<file path="config.mk">
export PLATFORM = sky130hd
export DESIGN_NAME = rps_sequencer
export DESIGN_NICKNAME = d
export VERILOG_FILES = /design/src/rps_pkg.sv /design/src/rps_ms_timer.sv /design/src/rps_sequencer.sv
export VERILOG_INCLUDE_DIRS = /design/src
export SDC_FILE = /design/constraint.sdc
export NUM_CORES = 1
export LEC_CHECK = 0
export CORE_MARGIN = 5
export CORE_UTILIZATION = 29
export CTS_BUF_LIST = sky130_fd_sc_hd__clkbuf_2
export DETAILED_ROUTE_END_ITERATION = 12
export DONT_BUFFER_PORTS = 1
export GPL_TIMING_DRIVEN = 0
export PLACE_DENSITY = 0.49
export SETUP_SLACK_MARGIN = 0.05
export SYNTH_ARGS = -nofsm -noshare
export SYNTH_HDL_FRONTEND = slang
export SYNTH_HIERARCHICAL = 1
export SYNTH_SLANG_ARGS = --single-unit
</file>
<file path="constraint.sdc">
create_clock -name i_clk -period 2.7 [get_ports i_clk]
set_input_delay 0 -clock i_clk [delete_from_list [all_inputs] [get_ports i_clk]]
set_output_delay 0 -clock i_clk [all_outputs]
set_load 0.01 [all_outputs]
</file>
<file path="src/rps_defs.svh">
// Purpose: Offsets, field positions, reset values and timing counts
// Assumes: 100 MHz clock
// Notes:   Included by the sequencer files
`ifndef RPS_DEFS_SVH
`define RPS_DEFS_SVH

// ----------------------------------------
// Register offsets
// ----------------------------------------
`define RPS_OFF_UP_ORDER     8'h09
`define RPS_OFF_UP_DELAYS    8'h0A
`define RPS_OFF_DOWN_ORDER   8'h0B
`define RPS_OFF_DOWN_DELAYS  8'h0C
`define RPS_OFF_POWER_GOOD   8'h0F

// ----------------------------------------
// Reset values
// ----------------------------------------
`define RPS_RST_UP_ORDER     8'hE4
`define RPS_RST_UP_DELAYS    8'h55
`define RPS_RST_DOWN_ORDER   8'h1E
`define RPS_RST_DOWN_DELAYS  8'hE0

// ----------------------------------------
// Field positions (rail index r uses bits 2r+1:2r)
// ----------------------------------------
`define RPS_RAIL_SOURCE_NEG  0
`define RPS_RAIL_GATE_LOW    1
`define RPS_RAIL_SOURCE_POS  2
`define RPS_RAIL_GATE_HIGH   3
`define RPS_DN_FACTOR_BIT    0
`define RPS_DN_FIRST_BIT     1
`define RPS_PG_GATE_HIGH     6
`define RPS_PG_NEG_BOOST     5
`define RPS_PG_SOURCE_POS    4
`define RPS_PG_GATE_LOW      3
`define RPS_PG_SOURCE_NEG    1

// ----------------------------------------
// Timing
// ----------------------------------------
`define RPS_CLK_MHZ          100
`define RPS_MS_NS            1000000
`define RPS_CLK_NS           10
`define RPS_MS_CYCLES        (`RPS_MS_NS / `RPS_CLK_NS)
`define RPS_UP_STEP_MS       3
`define RPS_DN_STEP_MS       6
`define RPS_DN_FIRST_MS      3
`define RPS_DN_FACTOR        16

`endif

</file>
<file path="src/rps_pkg.sv">
// Purpose: Types of the rail power sequencer
// Assumes: Nothing
// Notes:   States only
package rps_pkg;

    typedef enum logic [1:0] {
        RPS_OFF,
        RPS_UP,
        RPS_ON,
        RPS_DOWN
    } rps_state_t;

endpackage : rps_pkg

</file>
<file path="src/rps_ms_timer.sv">
// Purpose: Millisecond delay counter
// Assumes: Load pulse starts a new count
// Notes:   Done is a one-cycle pulse when the count runs out
`timescale 1ns/1ns
`include "rps_defs.svh"

module rps_ms_timer #(
    parameter int MS_CYCLES = `RPS_MS_CYCLES
) (
    // Clock and reset
    input  wire logic        i_clk,
    input  wire logic        i_rstn,
    // Control
    input  wire logic        i_load,
    input  wire logic [9:0]  i_ms,
    input  wire logic        i_abort,
    // Status
    output logic             o_done
);

    logic [9:0]  ms_left;
    logic [19:0] tick;
    logic        running;

    // ----------------------------------------
    // Counter
    // ----------------------------------------
    always_ff @(posedge i_clk) begin
        if (!i_rstn || i_abort) begin
            ms_left <= 10'h000;
            tick    <= 20'h00000;
            running <= 1'b0;
            o_done  <= 1'b0;
        end else if (i_load) begin
            ms_left <= i_ms;
            tick    <= 20'(MS_CYCLES - 1);
            running <= 1'b1;
            o_done  <= 1'b0;
        end else if (running) begin
            o_done <= 1'b0;
            if (tick != 20'h00000) begin
                tick <= tick - 20'h00001;
            end else if (ms_left <= 10'h001) begin
                running <= 1'b0;
                o_done  <= 1'b1;
            end else begin
                ms_left <= ms_left - 10'h001;
                tick    <= 20'(MS_CYCLES - 1);
            end
        end else begin
            o_done <= 1'b0;
        end
    end

endmodule : rps_ms_timer

</file>
<file path="src/rps_sequencer.sv">
// Purpose: Four-strobe power sequencer for four display supply rails
// Assumes: Registers reached by a plain byte port; pins synchronous
// Notes:   Rail index 0 source neg, 1 gate low, 2 source pos, 3 gate high
`timescale 1ns/1ns
`include "rps_defs.svh"

module rps_sequencer #(
    parameter int MS_CYCLES = `RPS_MS_CYCLES
) (
    // Clock and reset
    input  wire logic        i_clk,
    input  wire logic        i_rstn,
    // Register port
    input  wire logic        i_reg_wr,
    input  wire logic [7:0]  i_reg_addr,
    input  wire logic [7:0]  i_reg_wdata,
    output logic [7:0]       o_reg_rdata,
    // Sequencing inputs
    input  wire logic        i_wake_request,
    input  wire logic        i_neg_boost_in_reg,
    input  wire logic        i_gate_high_good,
    input  wire logic        i_source_pos_good,
    input  wire logic        i_gate_low_good,
    input  wire logic        i_source_neg_good,
    // Rail enables
    output logic [3:0]       o_rail_enable,
    output logic             o_sequence_busy,
    // Open-drain power good pin
    output logic             o_power_good_pin_out,
    output logic             o_power_good_pin_oe
);

    logic [7:0]          power_up_order;
    logic [7:0]          power_up_delays;
    logic [7:0]          power_down_order;
    logic [7:0]          power_down_delays;
    rps_pkg::rps_state_t state;
    logic [1:0]          step;
    logic                waiting;
    logic                wake_d;
    logic                load;
    logic [9:0]          load_ms;
    logic                abort;
    logic                done;
    logic                neg_boost_power_good;
    logic                all_good;
    logic [7:0]          pg_status;

    // ----------------------------------------
    // Helpers
    // ----------------------------------------
    function automatic logic [1:0] field(input logic [7:0] r,
                                         input logic [1:0] idx);
        field = r[2*idx +: 2];
    endfunction : field

    // Gap g of 1..3 sits in bits 2g+1:2g of the delay register
    function automatic logic [9:0] up_ms(input logic [1:0] code);
        up_ms = 10'(`RPS_UP_STEP_MS * (int'(code) + 1));
    endfunction : up_ms

    function automatic logic [9:0] down_ms(input logic [1:0] code,
                                           input logic       fac);
        logic [9:0] base;
        base = 10'(`RPS_DN_STEP_MS << code);
        down_ms = fac ? 10'(base * `RPS_DN_FACTOR) : base;
    endfunction : down_ms

    // ----------------------------------------
    // Registers
    // ----------------------------------------
    always_ff @(posedge i_clk) begin
        if (!i_rstn) begin
            power_up_order    <= `RPS_RST_UP_ORDER;
            power_up_delays   <= `RPS_RST_UP_DELAYS;
            power_down_order  <= `RPS_RST_DOWN_ORDER;
            power_down_delays <= `RPS_RST_DOWN_DELAYS;
        end else if (i_reg_wr) begin
            case (i_reg_addr)
                `RPS_OFF_UP_ORDER:    power_up_order    <= i_reg_wdata;
                `RPS_OFF_UP_DELAYS:   power_up_delays   <= i_reg_wdata;
                `RPS_OFF_DOWN_ORDER:  power_down_order  <= i_reg_wdata;
                `RPS_OFF_DOWN_DELAYS: power_down_delays <= i_reg_wdata;
                default: ;
            endcase
        end
    end

    assign neg_boost_power_good = i_neg_boost_in_reg;
    assign all_good = i_gate_high_good && i_source_pos_good &&
                      i_gate_low_good && i_source_neg_good;

    always_comb begin
        pg_status = 8'h00;
        pg_status[`RPS_PG_GATE_HIGH]  = i_gate_high_good;
        pg_status[`RPS_PG_NEG_BOOST]  = neg_boost_power_good;
        pg_status[`RPS_PG_SOURCE_POS] = i_source_pos_good;
        pg_status[`RPS_PG_GATE_LOW]   = i_gate_low_good;
        pg_status[`RPS_PG_SOURCE_NEG] = i_source_neg_good;
    end

    always_ff @(posedge i_clk) begin
        if (!i_rstn) begin
            o_reg_rdata <= 8'h00;
        end else begin
            case (i_reg_addr)
                `RPS_OFF_UP_ORDER:    o_reg_rdata <= power_up_order;
                `RPS_OFF_UP_DELAYS:   o_reg_rdata <= power_up_delays;
                `RPS_OFF_DOWN_ORDER:  o_reg_rdata <= power_down_order;
                `RPS_OFF_DOWN_DELAYS: o_reg_rdata <= power_down_delays;
                `RPS_OFF_POWER_GOOD:  o_reg_rdata <= pg_status;
                default:              o_reg_rdata <= 8'h00;
            endcase
        end
    end

    // Open drain: pull low unless every rail is good
    always_ff @(posedge i_clk) begin
        if (!i_rstn) begin
            o_power_good_pin_oe <= 1'b1;
        end else begin
            o_power_good_pin_oe <= !all_good;
        end
    end
    assign o_power_good_pin_out = 1'b0;

    // ----------------------------------------
    // Sequencer
    // ----------------------------------------
    always_ff @(posedge i_clk) begin
        if (!i_rstn) begin
            wake_d <= 1'b0;
        end else begin
            wake_d <= i_wake_request;
        end
    end

    always_comb begin
        load    = 1'b0;
        load_ms = 10'h000;
        abort   = 1'b0;
        case (state)
            rps_pkg::RPS_OFF: begin
                if (waiting && done) begin
                    // First gap starts with the first strobe
                    load    = 1'b1;
                    load_ms = up_ms(field(power_up_delays, 2'd1));
                end else if (i_wake_request && neg_boost_power_good &&
                             !waiting) begin
                    load    = 1'b1;
                    load_ms = up_ms(field(power_up_delays, 2'd0));
                end
            end
            rps_pkg::RPS_UP: begin
                if (!i_wake_request) begin
                    abort = 1'b1;
                end else if (done && step < 2'd2) begin
                    load    = 1'b1;
                    load_ms = up_ms(field(power_up_delays, step + 2'd2));
                end
            end
            rps_pkg::RPS_ON: begin
                if (!i_wake_request && wake_d) begin
                    load    = 1'b1;
                    load_ms = power_down_delays[`RPS_DN_FIRST_BIT] ?
                              10'(2 * `RPS_DN_FIRST_MS) :
                              10'(`RPS_DN_FIRST_MS);
                end
            end
            rps_pkg::RPS_DOWN: begin
                if (done && step != 2'd3) begin
                    load    = 1'b1;
                    load_ms = down_ms(field(power_down_delays, step + 2'd1),
                              power_down_delays[`RPS_DN_FACTOR_BIT]);
                end
            end
            default: abort = 1'b1;
        endcase
    end

    // Up and down both run strobes one to four in order
    always_ff @(posedge i_clk) begin
        if (!i_rstn) begin
            state         <= rps_pkg::RPS_OFF;
            step          <= 2'd0;
            waiting       <= 1'b0;
            o_rail_enable <= 4'h0;
        end else begin
            case (state)
                rps_pkg::RPS_OFF: begin
                    if (waiting && done) begin
                        waiting <= 1'b0;
                        state   <= rps_pkg::RPS_UP;
                        step    <= 2'd0;
                        for (int r = 0; r < 4; r++) begin
                            if (field(power_up_order, 2'(r)) == 2'd0)
                                o_rail_enable[r] <= 1'b1;
                        end
                    end else if (load) begin
                        waiting <= 1'b1;
                    end else if (!i_wake_request) begin
                        waiting <= 1'b0;
                    end
                end
                rps_pkg::RPS_UP: begin
                    if (!i_wake_request) begin
                        // Aborted start parks in the on state; rails already strobed stay on
                        state <= rps_pkg::RPS_ON;
                    end else if (done) begin
                        // Strobe four ends the climb; no gap after it
                        step <= step + 2'd1;
                        if (step == 2'd2) begin
                            state <= rps_pkg::RPS_ON;
                        end
                        for (int r = 0; r < 4; r++) begin
                            if (field(power_up_order, 2'(r)) ==
                                step + 2'd1)
                                o_rail_enable[r] <= 1'b1;
                        end
                    end
                end
                rps_pkg::RPS_ON: begin
                    if (load) begin
                        state <= rps_pkg::RPS_DOWN;
                        step  <= 2'd0;
                    end
                end
                rps_pkg::RPS_DOWN: begin
                    if (done) begin
                        step <= step + 2'd1;
                        if (step == 2'd3) begin
                            state <= rps_pkg::RPS_OFF;
                        end
                        for (int r = 0; r < 4; r++) begin
                            if (field(power_down_order, 2'(r)) == step)
                                o_rail_enable[r] <= 1'b0;
                        end
                    end
                end
                default: state <= rps_pkg::RPS_OFF;
            endcase
        end
    end

    assign o_sequence_busy = (state == rps_pkg::RPS_UP) ||
                             (state == rps_pkg::RPS_DOWN) || waiting;

    rps_ms_timer #(
        .MS_CYCLES (MS_CYCLES)
    ) u_timer (
        .i_clk   (i_clk),
        .i_rstn  (i_rstn),
        .i_load  (load),
        .i_ms    (load_ms),
        .i_abort (abort),
        .o_done  (done)
    );

endmodule : rps_sequencer

</file>
### Word level (Yosys, flattened, before mapping)

Cells that the tools add are included.

| cells by class | value |
|---|---|
| $add $sub $neg | 7 |
| multiply operators | 3 |
| magnitude comparators | 2 |
| equal/unequal tests | 44 |
| shift operators | 3 |
| mux-type cells | 65 |
| bitwise logic cells | 1 |
| reductions and logical operators | 40 |

Operators with widths:

| cell | count |
|---|---|
| 2-to-1 mux 10 bit | 6 |
| equality test 8 x 4 -> 1 bit (second input constant) | 5 |
| 2-to-1 mux 20 bit | 2 |
| case mux 10 bit (4 select lines) | 1 |
| case mux 8 bit (5 select lines) | 1 |
| != test 2 bit (second input constant) | 19 |
| 2-to-1 mux 17 bit | 2 |
| AND reduction 8 bit | 4 |
| 2-to-1 mux 1 bit | 28 |
| 2-to-1 mux 2 bit | 11 |
| 2-to-1 mux 5 bit | 4 |
| nonzero test 20 bit | 1 |
| subtractor 20 x 1 -> 20 bit (second input constant) | 1 |
| equality test 2 bit | 8 |
| 2-to-1 mux 4 bit | 4 |
| case mux 2 bit (4 select lines) | 2 |
| indexed part select 8 x 4 -> 2 bit | 2 |
| multiplier 2 x 3 -> 5 bit (first input constant) | 3 |
| AND reduction 2 bit | 7 |
| case mux 4 bit (3 select lines) | 1 |
| <= comparator 10 x 1 -> 1 bit (second input constant) | 1 |
| logical NOT 2 bit | 5 |
| left shift 3 x 2 -> 10 bit (first input constant) | 1 |
| subtractor 10 x 1 -> 10 bit (second input constant) | 1 |
| other kinds (22) | 45 |

| storage, ports and cells | value |
|---|---|
| register bits after elaboration | 83 |
| input bits | 25 |
| logic and storage cells | 184 |

### Longest topological paths before layout

| depth | value |
|---|---|
| depth after elaboration | 8 |
| gate-level depth with buffers | 12 |
| mapped depth without buffers | 9 |

### Hierarchy

The synthesis kept the hierarchy.

Modules (own cells, without submodules):

| module | instances | cells each | area an instance (µm²) | seq. area each (µm²) |
|---|---|---|---|---|
| rps_sequencer | 1 | 354 | 3,253.1 | 1,021.0 |
| rps_ms_timer | 1 | 223 | 1,883.1 | 640.6 |

### Worst setup path after synthesis

No wires, ideal clock.

| path | value |
|---|---|
| kind | reg-to-reg |
| from | reg step[0] |
| to | reg u_timer.ms_left[3] |
| setup time | 0.124 ns |
| data arrival time | 2.834 ns |
| setup slack | -0.258 ns |
| stages on the path, launching flop included | 13 |
| path buffers | 3 |
| cells stage by stage | dfxtp_1 > clkbuf_1 > buf_2 > inv_1 > ha_1 > clkbuf_1 > mux4_2 > inv_1 > ha_1 > a221oi_1 > nor2_1 > o21ai_0 > nor3_1 |

| between the ends | value |
|---|---|
| cells in the longest elaborated chain, start to end | 8 |
| elaborated cells on any way between the ends | 25 |
| classes of those cells | add/sub (3); mul (1); order compare (1); eq/ne (3); shift (3); mux (10); reduce/logical (4) |

Ends and longest elaborated chain:

| item | line | text |
|---|---|---|
| from (decl) | rps_sequencer.sv:38 | `logic [1:0] step;` |
| from (signal assigned) | rps_sequencer.sv:211 | `step <= step + 2'd1;` |
| from (signal assigned) | rps_sequencer.sv:230 | `step <= step + 2'd1;` |
| adder 2 bit | rps_sequencer.sv:159 | `load_ms = up_ms(field(power_up_delays, step + 2'd2));` |
| indexed part select 8 x 4 -> 2 bit | rps_sequencer.sv:54 | `field = r[2*idx +: 2];` |
| adder 2 x 1 -> 3 bit | rps_sequencer.sv:59 | `` up_ms = 10'(`RPS_UP_STEP_MS * (int'(code) + 1)); `` |
| multiplier 2 x 3 -> 5 bit (no line) | n/a |  |
| 2-to-1 mux 5 bit | rps_sequencer.sv:157 | `end else if (done && step < 2'd2) begin` |
| 2-to-1 mux 5 bit | rps_sequencer.sv:155 | `if (!i_wake_request) begin` |
| case mux 10 bit (4 select lines) (*) | rps_sequencer.sv:142 | `case (state)` |
| via load_ms[3] | rps_sequencer.sv:42 | `logic [9:0] load_ms;` |
| 2-to-1 mux 10 bit (*) | rps_ms_timer.sv:34 | `end else if (i_load) begin` |
| to (signal assigned) | rps_ms_timer.sv:35 | `ms_left <= i_ms;` |
| to (signal assigned) | rps_ms_timer.sv:47 | `ms_left <= ms_left - 10'h001;` |
| to (decl) | rps_ms_timer.sv:21 | `logic [9:0] ms_left;` |

The timed path passes the listed nets; every way through them passes the cells marked *.
A chain may end at the register's enable or synchronous reset.

### Worst setup path after layout

Ends and elaborated chain as after synthesis.

==> run metrics <==
status=completed; largest clock skew in the final design=56.4 ps; transition time of the tightest slew-check pin=730 ps; mean cell area of the mapped netlist=8.90 sq um; critical setup path kind=reg -> reg; worst vdd ir=175 uV; crit-path max FO=7; PwrDens=443 nW/um^2; max-capacitance violation count=0; total clock buffers created by CTS=9; most used flip-flop cell after synthesis=sky130_fd_sc_hd__dfxtp_1; Ys Warns=6; Worst-Skew Late Latency=590 ps; number of DRC violations after detailed-routing iteration 0=345; overall fraction of global-route tracks in use=0.150; portion of total power attributed to combinational logic=0.228; fraction of power consumed by sequential logic=0.506; IO Pins=40; number of vias in the routed layout=4585; achievable clock frequency=0.394 GHz; Power Total=2.68 mW; hold crit path type=in -> reg; final net count=680; worst reg2reg path depth=12; Area Overhead vs Synth=17.6%; Power Internal=1.74 mW; Switching Share=0.349; number of distinct standard cells referenced by the synthesized netlist=72; per-cell via count in the routed design=5.32; setup repair after global routing missed its margin=true; via count of the first global-routing pass=4566; fin. max-slew vios=0; remaining global-route overflow=0; final routed wire length divided by cell count=17.6 um; final setup slack of the worst path=159 ps; share of cells above drive strength 1=0.131; count of mapped cells out of synthesis=577; wire length after detailed routing=15200 um; Seq/Total Area, Yosys=0.324; Initial Util=0.296; CP arrival=3070 ps; setup slack at placement=-469 ps; post-detailed-route count of antenna-violating nets=0; CP required=3220 ps; proportion of register bits with asynchronous set or reset after synthesis=0; Endpoint, Worst Hold=power_down_order[3]; Post-Synthesis Cell Area=5140 sq um; total half-perimeter wirelength after legalization and detailed placement=11100 um; slack of the worst reg-to-reg path=160 ps; CP peak stage delay=570 ps; largest net degree at the start of global routing=16; register bit total from synthesis=83; Psw=934 uW; cells along the critical path=buf_8, buf_12, inv_1, ha_4, buf_8, mux4_2, inv_2, ha_1, a221oi_2, nor2_1, o21ai_1, nor3_1; H-tree depth=3; maximum buffer depth of the clock tree=2; Total Die Area=20500 sq um; number of enable-type register cells in the synthesized netlist=0; hold path cells=3; final estimated routing congestion in global placement=0.846; initial antenna violation count=2; critical path startpoint=step[0]; CTS tree=yes; type of element launching the critical path=flop; Max transition margin=0.510; CP max stage cell=sky130_fd_sc_hd__mux4_2; Port Buf Inserts=0; clock tree root buffer cell=sky130_fd_sc_hd__clkbuf_2; CTS clk-pin slew, worst paths=270 ps; clock power share=0.267; final worst path period need=2540 ps; Leak Pwr=2.29 nW; startpoint of the worst-slack reg-to-reg timing path=step[0]; vertical die dimension=143 um; DRC viols=0; number of hold violations in the final report=0; global-route wire length before repair=24400 um; Pre-antenna DRT Iters=5; Synth Net Count=626; die width=143 um; number of endpoints failing setup at the final stage=0; standard-cell row count=48; core outline area=17400 sq um; crit-path most repeated cell=sky130_fd_sc_hd__buf_8; source of the worst hold timing path=i_reg_wdata[3]; Worst R2R End=u_timer/ms_left[3]; number of clock sinks=83; final worst path period share=0.941; critical path endpoint category=flop
## Yosys cell counts, types with 8 or more instances
cell type | number | area [sq um]
sky130_fd_sc_hd__inv_1 | 23 | 86.3
sky130_fd_sc_hd__nand2_1 | 50 | 188
sky130_fd_sc_hd__nor2_1 | 26 | 97.6
sky130_fd_sc_hd__o21ai_0 | 27 | 135
sky130_fd_sc_hd__a21oi_1 | 24 | 120
sky130_fd_sc_hd__nor2b_1 | 29 | 181
sky130_fd_sc_hd__mux2i_1 | 34 | 340
sky130_fd_sc_hd__nor3_1 | 23 | 115
sky130_fd_sc_hd__xnor2_1 | 17 | 149
sky130_fd_sc_hd__mux2_2 | 10 | 113
sky130_fd_sc_hd__o31ai_1 | 8 | 60.1
sky130_fd_sc_hd__nand3_1 | 11 | 55.1
sky130_fd_sc_hd__clkbuf_1 | 21 | 78.8
sky130_fd_sc_hd__dfxtp_1 | 83 | 1660
sky130_fd_sc_hd__ha_1 | 24 | 300
sky130_fd_sc_hd__a221oi_1 | 13 | 114
## per-stage QoR
step | TNS [ps] | std cells | cell area, sq um | hold slack [ps] | utilization
final | 0 | 862 | 6040 | 143 | 0.348
after global routing | 0 | 862 | 6040 | 83.0 | 0.348
after CTS | 0 | 854 | 5940 | 86.1 | 0.342
after detailed placement | -3600 | 802 | 5430 | 83.7 | 0.313
after global placement | -3600 | 802 | 5430 | 76.3 | 0.313
after floorplan | 0 | 577 | 5140 | 71.8 | -
## worst max-delay path by stage
| stage | to | slack, ps |
|---|---|---|
| floorplan | u_timer/ms_left[3] | 60 |
| global placement | u_timer/ms_left[9] | -480 |
| global route | u_timer/ms_left[9] | 20 |
| finish | u_timer/ms_left[3] | 160 |
| CTS | u_timer/ms_left[3] | 70 |
| detailed placement | u_timer/ms_left[9] | -470 |
## final cells by class
| cell class | count | area, sq um |
|---|---|---|
| Fill cell | 1748 | 11300 |
| Multi-Input combinational cell | 439 | 3290 |
| Sequential cell | 83 | 1660 |
| Timing Repair Buffer | 43 | 408 |
| Tap cell | 225 | 282 |
| Buffer | 30 | 176 |
| Inverter | 25 | 97.6 |
| Clock inverter | 7 | 73.8 |
| Clock buffer | 9 | 45.0 |
| Antenna cell | 1 | 2.50 |
## sequential cells by signal, summed over array words and instances (netlist names)
| signal | count |
|---|---|
| u_timer/tick | 20 |
| u_timer/ms_left | 10 |
| o_reg_rdata | 8 |
| power_down_delays | 8 |
| power_down_order | 8 |
| power_up_delays | 8 |
| power_up_order | 8 |
| o_rail_enable | 4 |
| state | 2 |
| step | 2 |
| o_power_good_pin_oe | 1 |
| u_timer/o_done | 1 |
| u_timer/running | 1 |
| waiting | 1 |
| wake_d | 1 |
## power by group through the flow
stage | clock (mW) | combinational (mW) | sequential [mW]
3_3_place_gp | 0 | 0.546 | 1.37
5_1_grt | 0.786 | 0.672 | 1.36
3_5_place_dp | 0 | 0.555 | 1.37
6_report | 0.714 | 0.609 | 1.35
4_1_cts | 0.739 | 0.603 | 1.35
2_1_floorplan | 0 | 0.437 | 1.36
## critical path: cells and delay by family (launching register included)
kind	cells	cell delay, ps
buffers and inverters	5	470
and+or+nand+nor	2	130
AOI/OAI and AO/OA	2	360
adders and majority gates	2	530
muxes	1	570
DFF	1	410
## timing repair
action / CTS / global route
setup buffers: 2 / 7
resized for setup: 14 / 13
pin swaps: 0 / 2
endpoints found under the hold margin: 72 / 0
hold buffers: 34 / 0
gates cloned: 0 / 0
setup endpoints to repair: 18 / 19
## cell families after synthesis
logic type	count (synthesis)	synth area share
other cells	1	0.000730
flops	83	0.324
mux	48	0.106
xor+xnor	22	0.0375
simple gates	207	0.241
buf+inv	55	0.0441
compound gates	137	0.189
fa+ha+maj	24	0.0585
## layer usage
metal,GRT usage,share of wire,vias to the layer above
met5,0,0.00086,-
met4,0.0480,0.021,2
met3,0.0378,0.046,28
met2,0.253,0.48,98
met1,0.188,0.45,2219
li1,-,-,2238
## cell usage in the layout, fill, tap and decap left out, types with 6 or more instances in the layout
cell and count:
sky130_fd_sc_hd__dfxtp_1 82, sky130_fd_sc_hd__nand2_1 50, sky130_fd_sc_hd__mux2i_1 34, sky130_fd_sc_hd__dlygate4sd3_1 34
sky130_fd_sc_hd__nor2b_1 28, sky130_fd_sc_hd__o21ai_0 26, sky130_fd_sc_hd__nor2_1 25, sky130_fd_sc_hd__a21oi_1 24
sky130_fd_sc_hd__nor3_1 23, sky130_fd_sc_hd__ha_1 23, sky130_fd_sc_hd__inv_1 22, sky130_fd_sc_hd__xnor2_1 17
sky130_fd_sc_hd__clkbuf_1 16, sky130_fd_sc_hd__a221oi_1 12, sky130_fd_sc_hd__nand3_1 11, sky130_fd_sc_hd__buf_4 11
sky130_fd_sc_hd__mux2_2 10, sky130_fd_sc_hd__clkbuf_2 9, sky130_fd_sc_hd__o31ai_1 8, sky130_fd_sc_hd__or3_1 7
sky130_fd_sc_hd__nor4_4 6, sky130_fd_sc_hd__nand4_1 6, sky130_fd_sc_hd__a32o_1 6
(Power assumes the default switching activity.)
